### config.mk
export PLATFORM = sky130hd
export DESIGN_NAME = bpc_predriver_ctrl
export DESIGN_NICKNAME = d
export VERILOG_FILES = /design/src/bpc_pkg.sv /design/src/bpc_input_sync.sv /design/src/bpc_predriver_ctrl.sv
export SDC_FILE = /design/constraint.sdc
export NUM_CORES = 1
export LEC_CHECK = 0
export BUFFER_PORTS_ARGS = -buffer_cell sky130_fd_sc_hd__buf_2
export CORE_MARGIN = 5
export CORE_UTILIZATION = 60
export DETAILED_ROUTE_END_ITERATION = 10
export PLACE_DENSITY = 0.91
export SYNTH_ARGS = -nofsm -noshare
export SYNTH_HDL_FRONTEND = slang
export SYNTH_SLANG_ARGS = --single-unit
### constraint.sdc
create_clock -name i_clk -period 3.6 [get_ports i_clk]
set_clock_uncertainty 0.15 [all_clocks]
set_input_delay 0.54 -clock i_clk [delete_from_list [all_inputs] [get_ports i_clk]]
set_output_delay 0.54 -clock i_clk [all_outputs]
set_load 0.05 [all_outputs]
### src/bpc_pkg.sv
// constants, types and rule overview for the motor pre-driver control block
// Overview of operation
// - ignore current trip for 1.5 us blanking
// - blanking starts when fixed off-time ends
// - enable chop or direction change restarts blanking
// - external PWM: direction change, enable-on start blanking
// - PWM-off turns on recirculation transistors
// - brake request low turns on all low sides
// - brake overrides enable and lock detection
// - enable high over 3 ms enters standby
// - no standby while brake is requested
// - pump rail fault disables all gates
// - thermal, pump, supply faults hold gates off
// - overvoltage suppresses synchronous rectification
// - thermal trip at 170C, release after hysteresis
// - first tach toggles on any hall edge
// - second tach toggles on phase-A hall edge
// - lock on stalled tach or broken sequence
// - lock must persist 127 oscillator periods
// - lock wait expiry disables gates, latches fault
// - lock clears: direction edge, UVLO release, enable
// - grounded lock capacitor disables lock detection
// - brake holds lock counter at zero
// - current trip clears high side, starts off-time
// - fixed off-time is 25 us
// - enable low drives pair, high chops high side
package bpc_pkg;
	localparam int CLK_FREQ_MHZ         = 200;
	localparam int BLANK_TIME_NS        = 1500;
	localparam int BLANK_CYCLES         = (BLANK_TIME_NS * CLK_FREQ_MHZ + 999) / 1000;
	localparam int OFF_TIME_NS          = 25000;
	localparam int OFF_TIME_CYCLES      = (OFF_TIME_NS * CLK_FREQ_MHZ + 999) / 1000;
	localparam int STANDBY_TIME_NS      = 3000000;
	localparam int STANDBY_TIME_CYCLES  = (STANDBY_TIME_NS * CLK_FREQ_MHZ + 999) / 1000;
	localparam int LOCK_WAIT_PERIODS    = 127;
	// synchroniser lanes
	localparam int IN_W                 = 6;
	localparam int IN_HALL_A            = 0;
	localparam int IN_HALL_C            = 2;
	localparam int IN_ENABLE_N          = 3;
	localparam int IN_DIR               = 4;
	localparam int IN_BRAKE_N           = 5;
	localparam logic [5:0] IN_RST_VAL   = 6'h28;
	// register map, byte addresses
	localparam logic [3:0] REG_CTRL     = 4'h0;
	localparam logic [3:0] REG_STATUS   = 4'h4;
	localparam logic [31:0] CTRL_RST    = 32'h0000_0003;
	localparam int CTRL_LOCK_EN         = 0;
	localparam int CTRL_SYNC_RECT_EN    = 1;
	localparam int ST_STANDBY           = 0;
	localparam int ST_LOCK_FAULT        = 1;
	localparam int ST_THERMAL           = 2;
	localparam int ST_BRAKE             = 3;
	localparam int ST_HARD_FAULT        = 4;
	localparam int ST_OVERVOLT          = 5;
	localparam int ST_TACH1_PIN         = 6;
	localparam int ST_TACH2_PIN         = 7;
	typedef enum logic [1:0] {
		BPC_DRIVE = 2'b00,
		BPC_OFF   = 2'b01,
		BPC_BLANK = 2'b10
	} bpc_state_t;
endpackage

### src/bpc_input_sync.sv
// two-flop synchroniser with edge detection for a vector of pins
`timescale 1ns/10ps
`default_nettype none
module bpc_input_sync #(
	parameter int               WIDTH   = 1,
	parameter logic [WIDTH-1:0] RST_VAL = '0
)(
	// clock and reset
	input  wire logic             i_clk,
	input  wire logic             i_rst_n,
	// raw pins
	input  wire logic [WIDTH-1:0] i_pin,
	// synchronised level and edges
	output logic      [WIDTH-1:0] o_level,
	output logic      [WIDTH-1:0] o_rise,
	output logic      [WIDTH-1:0] o_fall
);
	logic [WIDTH-1:0] meta_r;
	logic [WIDTH-1:0] sync_r;
	logic [WIDTH-1:0] prev_r;

	// meta_r feeds sync_r only
	always_ff @(posedge i_clk or negedge i_rst_n) begin
		if (!i_rst_n) begin
			meta_r <= RST_VAL;
			sync_r <= RST_VAL;
			prev_r <= RST_VAL;
		end else begin
			meta_r <= i_pin;
			sync_r <= meta_r;
			prev_r <= sync_r;
		end
	end

	assign o_level = sync_r;
	assign o_rise  = sync_r & ~prev_r;
	assign o_fall  = ~sync_r & prev_r;
endmodule
`default_nettype wire

### src/bpc_predriver_ctrl.sv
// pre-driver control: current chopping, brake, standby, faults, tach and lock detect
//
// Decided for this implementation: the placing of the registers and the Avalon-MM slave port.
`timescale 1ns/10ps
`default_nettype none
module bpc_predriver_ctrl
	import bpc_pkg::*;
#(
	parameter int OFF_CYCLES     = OFF_TIME_CYCLES,
	parameter int STANDBY_CYCLES = STANDBY_TIME_CYCLES,
	parameter int LOCK_PERIODS   = LOCK_WAIT_PERIODS
)(
	// clock and reset
	input  wire logic        i_clk,
	input  wire logic        i_rst_n,
	// controller pins
	input  wire logic        i_drive_enable_n,
	input  wire logic        i_dir,
	input  wire logic        i_brake_request_n,
	// hall sensors
	input  wire logic        i_phase_a_hall,
	input  wire logic        i_phase_b_hall,
	input  wire logic        i_phase_c_hall,
	// commutation selection and current sense
	input  wire logic [2:0]  i_comm_hi,
	input  wire logic [2:0]  i_comm_lo,
	input  wire logic        i_current_trip,
	// analog monitors
	input  wire logic        i_pump_rail_fault,
	input  wire logic        i_motor_supply_uv,
	input  wire logic        i_supply_overvoltage,
	input  wire logic        i_temp_trip,
	input  wire logic        i_temp_release,
	// lock timer oscillator
	input  wire logic        i_lock_timer_cap_tick,
	input  wire logic        i_lock_timer_cap_grounded,
	// tach pin readback
	input  wire logic        i_hall_edge_tach,
	input  wire logic        i_phase_a_tach,
	// avalon-mm slave
	input  wire logic [3:0]  i_avs_address,
	input  wire logic        i_avs_read,
	input  wire logic        i_avs_write,
	input  wire logic [31:0] i_avs_writedata,
	input  wire logic [3:0]  i_avs_byteenable,
	output logic      [31:0] o_avs_readdata,
	output logic             o_avs_waitrequest,
	// gate drives and hall supply
	output logic      [2:0]  o_gate_hi,
	output logic      [2:0]  o_gate_lo,
	output logic             o_hall_sensor_supply_en,
	// open-drain tach outputs
	output logic             o_hall_edge_tach,
	output logic             o_hall_edge_tach_oe,
	output logic             o_phase_a_tach,
	output logic             o_phase_a_tach_oe
);
	localparam int LOCK_HALF = LOCK_PERIODS / 2 + 1;

	logic [IN_W-1:0] lvl;
	logic [IN_W-1:0] rise;
	logic [IN_W-1:0] fall;
	logic [2:0]      hall;
	logic            en_off;
	logic            brake;
	logic            dir_edge;
	logic            hall_edge;
	logic            hall_a_edge;
	logic            restart;
	logic            hard_fault;
	logic            sr_ok;
	bpc_state_t      state_r;
	logic [31:0]     cnt_r;
	logic            thermal_r;
	logic [31:0]     en_high_cnt_r;
	logic            standby_r;
	logic            standby_nxt;
	logic [2:0]      hall_cur_r;
	logic [2:0]      hall_old_r;
	logic            proper_edge;
	logic            lock_active;
	logic            lock_run;
	logic [31:0]     lock_cnt_r;
	logic [31:0]     en_tick_cnt_r;
	logic            lock_set;
	logic            lock_clear;
	logic            lock_fault_r;
	logic            uv_prev_r;
	logic [31:0]     ctrl_r;
	logic [2:0]      gate_hi_nxt;
	logic [2:0]      gate_lo_nxt;
	logic            bus_req;

	// pins are retimed before any edge is taken
	bpc_input_sync #(
		.WIDTH   (IN_W),
		.RST_VAL (IN_RST_VAL)
	) i_bpc_input_sync (
		.i_clk   (i_clk),
		.i_rst_n (i_rst_n),
		.i_pin   ({i_brake_request_n, i_dir, i_drive_enable_n,
			i_phase_c_hall, i_phase_b_hall, i_phase_a_hall}),
		.o_level (lvl),
		.o_rise  (rise),
		.o_fall  (fall)
	);

	assign hall        = lvl[IN_HALL_C:IN_HALL_A];
	assign en_off      = lvl[IN_ENABLE_N];
	assign brake       = !lvl[IN_BRAKE_N];
	assign dir_edge    = rise[IN_DIR] | fall[IN_DIR];
	assign hall_edge   = |(rise[IN_HALL_C:IN_HALL_A] | fall[IN_HALL_C:IN_HALL_A]);
	assign hall_a_edge = rise[IN_HALL_A] | fall[IN_HALL_A];
	// blank timer held at zero while chopped, so it runs from enable-on
	assign restart     = dir_edge | en_off;
	assign hard_fault  = i_pump_rail_fault | i_motor_supply_uv | thermal_r;
	assign sr_ok       = ctrl_r[CTRL_SYNC_RECT_EN] & !i_supply_overvoltage;

	// fixed off-time chopper with blanking
	always_ff @(posedge i_clk or negedge i_rst_n) begin
		if (!i_rst_n) begin
			state_r <= BPC_BLANK;
			cnt_r   <= '0;
		end else if (restart) begin
			state_r <= BPC_BLANK;
			cnt_r   <= '0;
		end else begin
			case (state_r)
				BPC_DRIVE: begin
					if (i_current_trip) begin
						state_r <= BPC_OFF;
						cnt_r   <= '0;
					end
				end
				BPC_OFF: begin
					if (cnt_r >= 32'(OFF_CYCLES - 1)) begin
						state_r <= BPC_BLANK;
						cnt_r   <= '0;
					end else begin
						cnt_r <= cnt_r + 32'd1;
					end
				end
				BPC_BLANK: begin
					if (cnt_r >= 32'(BLANK_CYCLES - 1)) begin
						state_r <= BPC_DRIVE;
						cnt_r   <= '0;
					end else begin
						cnt_r <= cnt_r + 32'd1;
					end
				end
				default: begin
					state_r <= BPC_BLANK;
					cnt_r   <= '0;
				end
			endcase
		end
	end

	// sensor gives both thresholds; latch spans the hysteresis band
	always_ff @(posedge i_clk or negedge i_rst_n) begin
		if (!i_rst_n) begin
			thermal_r <= 1'b0;
		end else if (i_temp_trip) begin
			thermal_r <= 1'b1;
		end else if (i_temp_release) begin
			thermal_r <= 1'b0;
		end
	end

	// standby timer
	always_comb begin
		standby_nxt = standby_r;
		if (!en_off || brake) begin
			standby_nxt = 1'b0;
		end else if (en_high_cnt_r >= 32'(STANDBY_CYCLES)) begin
			standby_nxt = 1'b1;
		end
	end

	always_ff @(posedge i_clk or negedge i_rst_n) begin
		if (!i_rst_n) begin
			en_high_cnt_r           <= '0;
			standby_r               <= 1'b0;
			o_hall_sensor_supply_en <= 1'b1;
		end else begin
			if (!en_off) begin
				en_high_cnt_r <= '0;
			end else if (en_high_cnt_r < 32'(STANDBY_CYCLES)) begin
				en_high_cnt_r <= en_high_cnt_r + 32'd1;
			end
			standby_r               <= standby_nxt;
			o_hall_sensor_supply_en <= !standby_nxt;
		end
	end

	// lock detection: bouncing back to the previous state is no progress
	assign proper_edge = hall_edge && (hall != hall_old_r)
		&& (hall != 3'b000) && (hall != 3'b111);
	assign lock_active = ctrl_r[CTRL_LOCK_EN] & !i_lock_timer_cap_grounded;
	assign lock_run    = lock_active && !brake && !en_off && !lock_fault_r;
	assign lock_set    = lock_run && i_lock_timer_cap_tick && !proper_edge
		&& (lock_cnt_r == 32'(LOCK_PERIODS - 1));
	assign lock_clear  = dir_edge || (uv_prev_r && !i_motor_supply_uv)
		|| (en_tick_cnt_r >= 32'(LOCK_HALF));

	always_ff @(posedge i_clk or negedge i_rst_n) begin
		if (!i_rst_n) begin
			hall_cur_r <= '0;
			hall_old_r <= '0;
		end else if (hall_edge) begin
			hall_cur_r <= hall;
			hall_old_r <= hall_cur_r;
		end
	end

	always_ff @(posedge i_clk or negedge i_rst_n) begin
		if (!i_rst_n) begin
			lock_cnt_r <= '0;
		end else if (!lock_run || proper_edge) begin
			lock_cnt_r <= '0;
		end else if (i_lock_timer_cap_tick && lock_cnt_r < 32'(LOCK_PERIODS)) begin
			lock_cnt_r <= lock_cnt_r + 32'd1;
		end
	end

	always_ff @(posedge i_clk or negedge i_rst_n) begin
		if (!i_rst_n) begin
			en_tick_cnt_r <= '0;
		end else if (!en_off) begin
			en_tick_cnt_r <= '0;
		end else if (i_lock_timer_cap_tick && en_tick_cnt_r < 32'(LOCK_HALF)) begin
			en_tick_cnt_r <= en_tick_cnt_r + 32'd1;
		end
	end

	// set wins over any clear in the same cycle
	always_ff @(posedge i_clk or negedge i_rst_n) begin
		if (!i_rst_n) begin
			lock_fault_r <= 1'b0;
			uv_prev_r    <= 1'b1;
		end else begin
			uv_prev_r <= i_motor_supply_uv;
			if (lock_set) begin
				lock_fault_r <= 1'b1;
			end else if (lock_clear || !lock_active) begin
				lock_fault_r <= 1'b0;
			end
		end
	end

	// gate selection; supply faults beat brake since no drive is safe then
	always_comb begin
		gate_hi_nxt = 3'b000;
		gate_lo_nxt = 3'b000;
		if (hard_fault) begin
			gate_hi_nxt = 3'b000;
		end else if (brake) begin
			gate_lo_nxt = 3'b111;
		end else if (lock_fault_r || standby_r) begin
			gate_hi_nxt = 3'b000;
		end else if (en_off || state_r == BPC_OFF) begin
			gate_lo_nxt = i_comm_lo | (sr_ok ? i_comm_hi : 3'b000);
		end else begin
			gate_hi_nxt = i_comm_hi;
			gate_lo_nxt = i_comm_lo;
		end
	end

	always_ff @(posedge i_clk or negedge i_rst_n) begin
		if (!i_rst_n) begin
			o_gate_hi <= 3'b000;
			o_gate_lo <= 3'b000;
		end else begin
			o_gate_hi <= gate_hi_nxt;
			o_gate_lo <= gate_lo_nxt;
		end
	end

	// tach: enable high means pin pulled low
	always_ff @(posedge i_clk or negedge i_rst_n) begin
		if (!i_rst_n) begin
			o_hall_edge_tach    <= 1'b0;
			o_hall_edge_tach_oe <= 1'b0;
			o_phase_a_tach      <= 1'b0;
			o_phase_a_tach_oe   <= 1'b0;
		end else begin
			o_hall_edge_tach <= 1'b0;
			o_phase_a_tach   <= 1'b0;
			if (hall_edge) begin
				o_hall_edge_tach_oe <= !o_hall_edge_tach_oe;
			end
			if (hall_a_edge) begin
				o_phase_a_tach_oe <= !o_phase_a_tach_oe;
			end
		end
	end

	// avalon slave: one wait cycle, then a single low waitrequest
	assign bus_req = (i_avs_read | i_avs_write) & o_avs_waitrequest;

	always_ff @(posedge i_clk or negedge i_rst_n) begin
		if (!i_rst_n) begin
			o_avs_waitrequest <= 1'b1;
			o_avs_readdata    <= '0;
		end else begin
			o_avs_waitrequest <= !bus_req;
			if (bus_req && i_avs_read) begin
				case (i_avs_address)
					REG_CTRL:   o_avs_readdata <= ctrl_r;
					REG_STATUS: begin
						o_avs_readdata                <= '0;
						o_avs_readdata[ST_STANDBY]    <= standby_r;
						o_avs_readdata[ST_LOCK_FAULT] <= lock_fault_r;
						o_avs_readdata[ST_THERMAL]    <= thermal_r;
						o_avs_readdata[ST_BRAKE]      <= brake;
						o_avs_readdata[ST_HARD_FAULT] <= hard_fault;
						o_avs_readdata[ST_OVERVOLT]   <= i_supply_overvoltage;
						o_avs_readdata[ST_TACH1_PIN]  <= i_hall_edge_tach;
						o_avs_readdata[ST_TACH2_PIN]  <= i_phase_a_tach;
					end
					default:    o_avs_readdata <= '0;
				endcase
			end
		end
	end

	// write lands on the edge where waitrequest is seen low
	always_ff @(posedge i_clk or negedge i_rst_n) begin
		if (!i_rst_n) begin
			ctrl_r <= CTRL_RST;
		end else if (i_avs_write && !o_avs_waitrequest && i_avs_address == REG_CTRL
			&& i_avs_byteenable[0]) begin
			ctrl_r <= {30'h0000_0000, i_avs_writedata[CTRL_SYNC_RECT_EN:CTRL_LOCK_EN]};
		end
	end
endmodule
`default_nettype wire

==> impl_metrics.yaml, run 1 <==
power:
  clock_power_share: 0.428
  power_switching_uw: 1110
  peakVddDrop_v: 0.0003896
  p_comb_frac: 0.088
  switching_share: 0.2566
  internal_power_uw: 3215
  p_seq_frac: 0.483
  power.density_nw_per_um2: 506.0
  power_leakage_uw: 0.004173
drt:
  ant_nets: 0
  dr.pass1.iters: 5
  via_count: 4977
  drtIter0Drc: 428
  routedWlPerCell_um: 16.56
  wirelength_um: 14690
  avgViaCountPerCell: 5.611
  drc_errors: 0
die:
  die-area_sq_um: 15050
  initial_core_util: 0.6085
  chipWidth_um: 122.7
  row_count: 41
  core_area_sq_um: 12520
  die_y_um: 122.7
  io_pins: 110
clocking:
  post_cts_resize_count: 0
  ctsHoldBuffers: 0
  post_cts_buffers: 0
  cts_buffers: 17
  clk_pin_slew_worst_paths_ns: 0.07
  cts.htree.levels: 4
  clkSinkCount: 176
  root_buffer: "clkbuf_16"
  cts_tree: "yes"
  clk_path_buf_depth: 2
  clkLatencyLatePin_ns: 0.43
layout:
  final_cell_mix: "166 x dfrtp_1, 104 x and2_1, 49 x buf_2"
  stdcell_area_sq_um: 8547
  diodes: 0
  drive_gt1_frac: 0.1902
  mostFrequentLayoutCell: "dfrtp_1"
  final_nets: 779
  syn2layout_area_growth_pct: 12.22
logic_synthesis:
  synthCells: 646
  syn_avg_cell_area_sq_um: 11.79
  yosysUniqueCellTypes: 66
  synthArstFlopShare: 1.000
  syn-cell-area_sq_um: 7616
  ys.flop_type: "dfrtp_1"
  synth_warnings: 0
  synth_edf_count: 0
  synth-seq-cells: 176
  synth-seq-area-share: 0.5799
global_route:
  grt_pass1_vias: 5210
  grt_max_degree: 99
  antenna_found_initial: 0
  grt_pass1_wl_um: 24860
  track_usage: 0.2100
  grt-ovfl-total: 0
timing:
  slew_viol_final: 0
  finalSetupViolCount: 0
  maxSlewHeadroom: 0.3892
  rsz0062_at_grt: "false"
  fmax_mhz: 378.6
  tightest_slew_ns: 0.9162
  fin_crit_ns: 2.641
  fin_crit_sh: 0.7337
  fin_tns_setup_ns: 0
  hold_violations: 0
critical_path:
  critPathBufInv: 0
  cp-start-kind: "flip-flop"
  crit_path_max_incr_delay_ns: 0.42
  crit_cells: 7
  critPathKind: "reg2reg"
  critPathArrivalTime_ns: 2.85
  r2r-start: "cnt_r[0]"
  startpoint: "cnt_r[0]"
  cpMaxStageDelayCell: "dfrtp_1"
  reg2regPathDepth: 7
  cp_max_fo: 14
  cp.required_ns: 3.81
  critPathCaptureType: "flip-flop"
  crit_chain: "ha_1 > a211o_1 > o311ai_1 > and4_4 > nand4_4 > nor2_2 > a22o_1"
  critPathTopFamily: "simple AND/OR/NAND/NOR gates"
outcome:
  outcome: "finished clean"
placed_design:
  portBuffers: 50
  gp_congestion: 0.8211
  dp_hpwl_um: 9820
  dpl-instance-area_sq_um: 7944
job:
  cap_violations: 0
worst_hold_path:
  min_path_type: "in2async"
-- flip-flops by register name, summed over array words and instances, names as in the netlist --
register                  count
o_avs_waitrequest             1
state_r                       2
thermal_r                     1
o_gate_lo                     3
o_phase_a_tach_oe             1
en_high_cnt_r                32
standby_r                     1
lock_cnt_r                   32
hall_old_r                    3
ctrl_r                        2
o_hall_sensor_supply_en       1
cnt_r                        32
o_avs_readdata                8
lock_fault_r                  1
o_hall_edge_tach_oe           1
i_bpc_input_sync.meta_r       6
en_tick_cnt_r                32
hall_cur_r                    3
uv_prev_r                     1
o_gate_hi                     3
i_bpc_input_sync.o_level      6
i_bpc_input_sync.prev_r       4
-- metal layers --
metal	track usage	wire length, um	vias up
li1	-	-	2300
met1	0.2540	6054	2490
met2	0.3546	7405	144
met3	0.04700	755	43
met4	0.1050	477	0
met5	0	0	-
-- synthesized netlist by cell type, drive strengths merged, types with 4 or more instances --
| cell type | number | share of area |
|---|---|---|
| a21boi | 4 | 0.0039 |
| a21oi | 7 | 0.0046 |
| a22o | 16 | 0.018 |
| and2 | 104 | 0.085 |
| and3 | 12 | 0.010 |
| buf | 32 | 0.032 |
| clkbuf | 10 | 0.0049 |
| dfrtp | 166 | 0.55 |
| dfstp | 10 | 0.034 |
| ha | 11 | 0.018 |
| inv | 22 | 0.011 |
| mux2 | 7 | 0.010 |
| mux2i | 5 | 0.0066 |
| nand2 | 22 | 0.011 |
| nand2b | 4 | 0.0033 |
| nand3 | 20 | 0.014 |
| nand4 | 11 | 0.011 |
| nor2 | 24 | 0.012 |
| nor2b | 6 | 0.0049 |
| nor3 | 19 | 0.020 |
| nor4 | 24 | 0.022 |
| nor4b | 5 | 0.0085 |
| o21ai | 24 | 0.016 |
| o31ai | 7 | 0.0069 |
| or3 | 11 | 0.0097 |
| xnor2 | 14 | 0.016 |
| xor2 | 16 | 0.018 |
-- layout make-up --
cell class,instances,area [sq um]
clock buffer,19,452.9
clock inverter,13,150.1
fill,826,3970
inverter,22,82.58
multi-input combinational,431,2930
sequential,176,4417
tap,172,215.2
timing repair buffer,54,299.0
-- kinds of logic (layout without fill, tap and decap cells) --
group | after synthesis | in the layout | share of synthesized area
AOI/OAI and AO/OA | 76 | 76 | 0.07344
buffers and inverters | 64 | 108 | 0.04764
other | 1 | 26 | 0.0004924
muxes | 12 | 12 | 0.01692
adders and majority gates | 11 | 11 | 0.01807
and+or+nand+nor | 276 | 276 | 0.2290
xor gates and xnor gates | 30 | 30 | 0.03450
DFF | 176 | 176 | 0.5799
-- through the flow --
step                      instances  total power, uW  setup WS, ns  utilization  hold WS, ns
after global placement          855             2479         1.076       0.6346       0.1850
after detailed placement        855             2500        0.9711       0.6346       0.1864
final                           887             4325        0.9586       0.6828      0.02144
after CTS                       887             4347        0.9675       0.6828      0.04869
after floorplan                 671             2401         1.445            -      0.09441
after global routing            887             4478        0.7631       0.6828      0.04380
-- power groups by stage --
stage | clock (uW) | combinational (uW) | sequential [uW]
6_report | 1850 | 382 | 2090
3_5_place_dp | 0 | 378 | 2120
4_1_cts | 1870 | 384 | 2090
3_3_place_gp | 0 | 363 | 2120
2_1_floorplan | 0 | 235 | 2170
5_1_grt | 1970 | 417 | 2100
-- final timing paths --
check	endpoint	slack [ns]
max in group asynchronous	o_avs_waitrequest	2.38
hold reg to reg	i_bpc_input_sync.o_level[4]	0.20
min in group i_clk	i_bpc_input_sync.meta_r[5]	0.06
setup / recovery	cnt_r[3]	0.96
hold / removal	o_hall_edge_tach_oe	0.02
setup reg to reg	cnt_r[3]	0.96
No activity file was read; power rests on OpenSTA's default activity.
==> run 2: changes to the inputs <==
--- a/config.mk
+++ b/config.mk
@@ -7,9 +7,9 @@
 export LEC_CHECK = 0
 export BUFFER_PORTS_ARGS = -buffer_cell sky130_fd_sc_hd__buf_2
 export CORE_MARGIN = 5
-export CORE_UTILIZATION = 60
+export CORE_UTILIZATION = 52
 export DETAILED_ROUTE_END_ITERATION = 10
-export PLACE_DENSITY = 0.91
+export PLACE_DENSITY = 0.84
 export SYNTH_ARGS = -nofsm -noshare
 export SYNTH_HDL_FRONTEND = slang
 export SYNTH_SLANG_ARGS = --single-unit
==> constraint.sdc (replaced) <==
create_clock -name i_clk -period 2.25 [get_ports i_clk]
set_clock_uncertainty 0.15 [all_clocks]
set_input_delay 0.3375 -clock i_clk [delete_from_list [all_inputs] [get_ports i_clk]]
set_output_delay 0.3375 -clock i_clk [all_outputs]
set_load 0.05 [all_outputs]
==> impl_metrics.yaml, run 2 (synthesized netlist as in run 1, its figures left out) <==
critical_path:
  reg2regPathDepth: 8
  cp_max_fo: 6
  critPathCaptureType: "flip-flop"
  critPathCapture: "cnt_r[12]"
  cp-start-kind: "flip-flop"
  cp.required_ns: 2.45
  critPathArrivalTime_ns: 2.47
  startpoint: "cnt_r[1]"
  r2r-start: "cnt_r[1]"
  rrSetupSlack_ns: -0.01
  critPathKind: "reg2reg"
  r2r-end: "cnt_r[12]"
layout:
  drive_gt1_frac: 0.2101
  final_cell_mix: "166 x dfrtp_1, 104 x and2_1, 49 x buf_2"
  diodes: 0
  final_nets: 816
  nFillCells: 1013
  syn2layout_area_growth_pct: 18.01
  mostFrequentLayoutCell: "dfrtp_1"
global_route:
  grt-ovfl-total: 0
  antenna_found_initial: 0
  grt_max_degree: 72
  grt_pass1_vias: 5164
  track_usage: 0.1821
  grt_pass1_wl_um: 24670
die:
  initial_core_util: 0.5280
  io_pins: 110
  die_y_um: 131.0
  chipWidth_um: 131.0
  die-area_sq_um: 17170
  row_count: 44
  core_area_sq_um: 14420
drt:
  drc_errors: 0
  ant_nets: 0
  avgViaCountPerCell: 5.399
  drtIter0Drc: 327
  routedWlPerCell_um: 16.17
  wirelength_um: 15140
  via_count: 5053
  dr.pass1.iters: 4
outcome:
  violations: "setup timing"
  outcome: "complete, but fails checks"
placed_design:
  pre_cts_slack_ns: -0.03530
  dp_hpwl_um: 9838
  portBuffers: 50
  gp_congestion: 0.8246
timing:
  fin_crit_ns: 2.260
  fin_ws_ns: -0.01034
  fin_crit_sh: 1.005
  fmax_mhz: 442.4
  slew_viol_final: 0
  rsz0062_at_grt: "true"
  maxSlewHeadroom: 0.6359
  hold_violations: 0
  tightest_slew_ns: 0.5445
  finalSetupViolCount: 3
  whs_ns: 0.02031
power:
  power_leakage_uw: 0.004360
  peakVddDrop_v: 0.0005458
  power.density_nw_per_um2: 778.7
clocking:
  clkSinkCount: 176
  cts_tree: "yes"
  cts_buffers: 17
  root_buffer: "clkbuf_16"
  clkLatencyLatePin_ns: 0.42
  clk_pin_slew_worst_paths_ns: 0.07
  clk_path_buf_depth: 2
  cts.htree.levels: 4
job:
  cap_violations: 0
worst_hold_path:
  min_path_type: "in2reg"
## run 2: cell count changes in the layout (fill, tap and decap cells not counted), sizes merged
cell / previous run / this run
dlygate4sd3: 0 / 18
clkbuf: 19 / 23
clkinv: 4 / 5
bufinv: 2 / 3
buf: 54 / 72
inv: 28 / 23
## run 2: timing repair
action / in CTS / in global routing
pin swaps: 0 / 9
setup endpoints to repair: 20 / 14
gates cloned: 0 / 1
setup buffers: 0 / 2
resized for setup: 5 / 14
hold buffers: 18 / 0
endpoints found under the hold margin: 182 / 0
## run 2: routing by layer
layer	routed length, um	vias to the layer above	global-route usage
li1	-	2366	-
met1	6444	2528	0.2272
met2	7799	123	0.3094
met3	608	36	0.03659
met4	284	0	0.07683
met5	0	-	0
## run 2: worst min-delay path by stage
stage	start	end	cells after the start
5_1_grt	i_avs_writedata[1]	ctrl_r[1]	2
3_5_place_dp	i_rst_n	cnt_r[31]	1
2_1_floorplan	i_rst_n	cnt_r[0]	0
4_1_cts	i_avs_writedata[1]	ctrl_r[1]	2
3_3_place_gp	i_rst_n	cnt_r[11]	1
6_report	i_avs_writedata[1]	ctrl_r[1]	2
## run 2: stage by stage
stage	setup TNS, ns	std cells	total power [uW]	cell area (sq um)	util
final	-0.01692	936	6999	8987	0.6231
after floorplan	0	671	3842	7710	-
after CTS	0	933	6994	8899	0.6169
after detailed placement	-0.07084	883	4041	8117	0.5627
after global placement	0	883	4005	8117	0.5627
after global routing	-1.070	936	7251	8987	0.6231
## run 2: worst max-delay path, cell delays in order, from the launching register on
cell and delay, ns:
dfrtp_1 0.39, ha_2 0.19, a211o_1 0.26, o311ai_2 0.27, and4_4 0.28, nand4_4 0.13
clkbuf_16 0.21, o21ai_0 0.14, a22o_1 0.16
## run 2: power by group
group          internal [uW]  switching [uW]
clock                   1770            1170
combinational            243             480
sequential              3260            69.7
total                   5270            1720
## run 2: cell type report
class                   count  area (sq um)  area share
clock buffers              22         454.2     0.05054
clock inverters            10         135.1     0.01504
inverters                  22         82.58    0.009188
multi-input cells         431          2988      0.3325
flip-flops and latches    176          4417      0.4914
well taps                 184         230.2     0.02562
repair buffers             91         680.7     0.07573
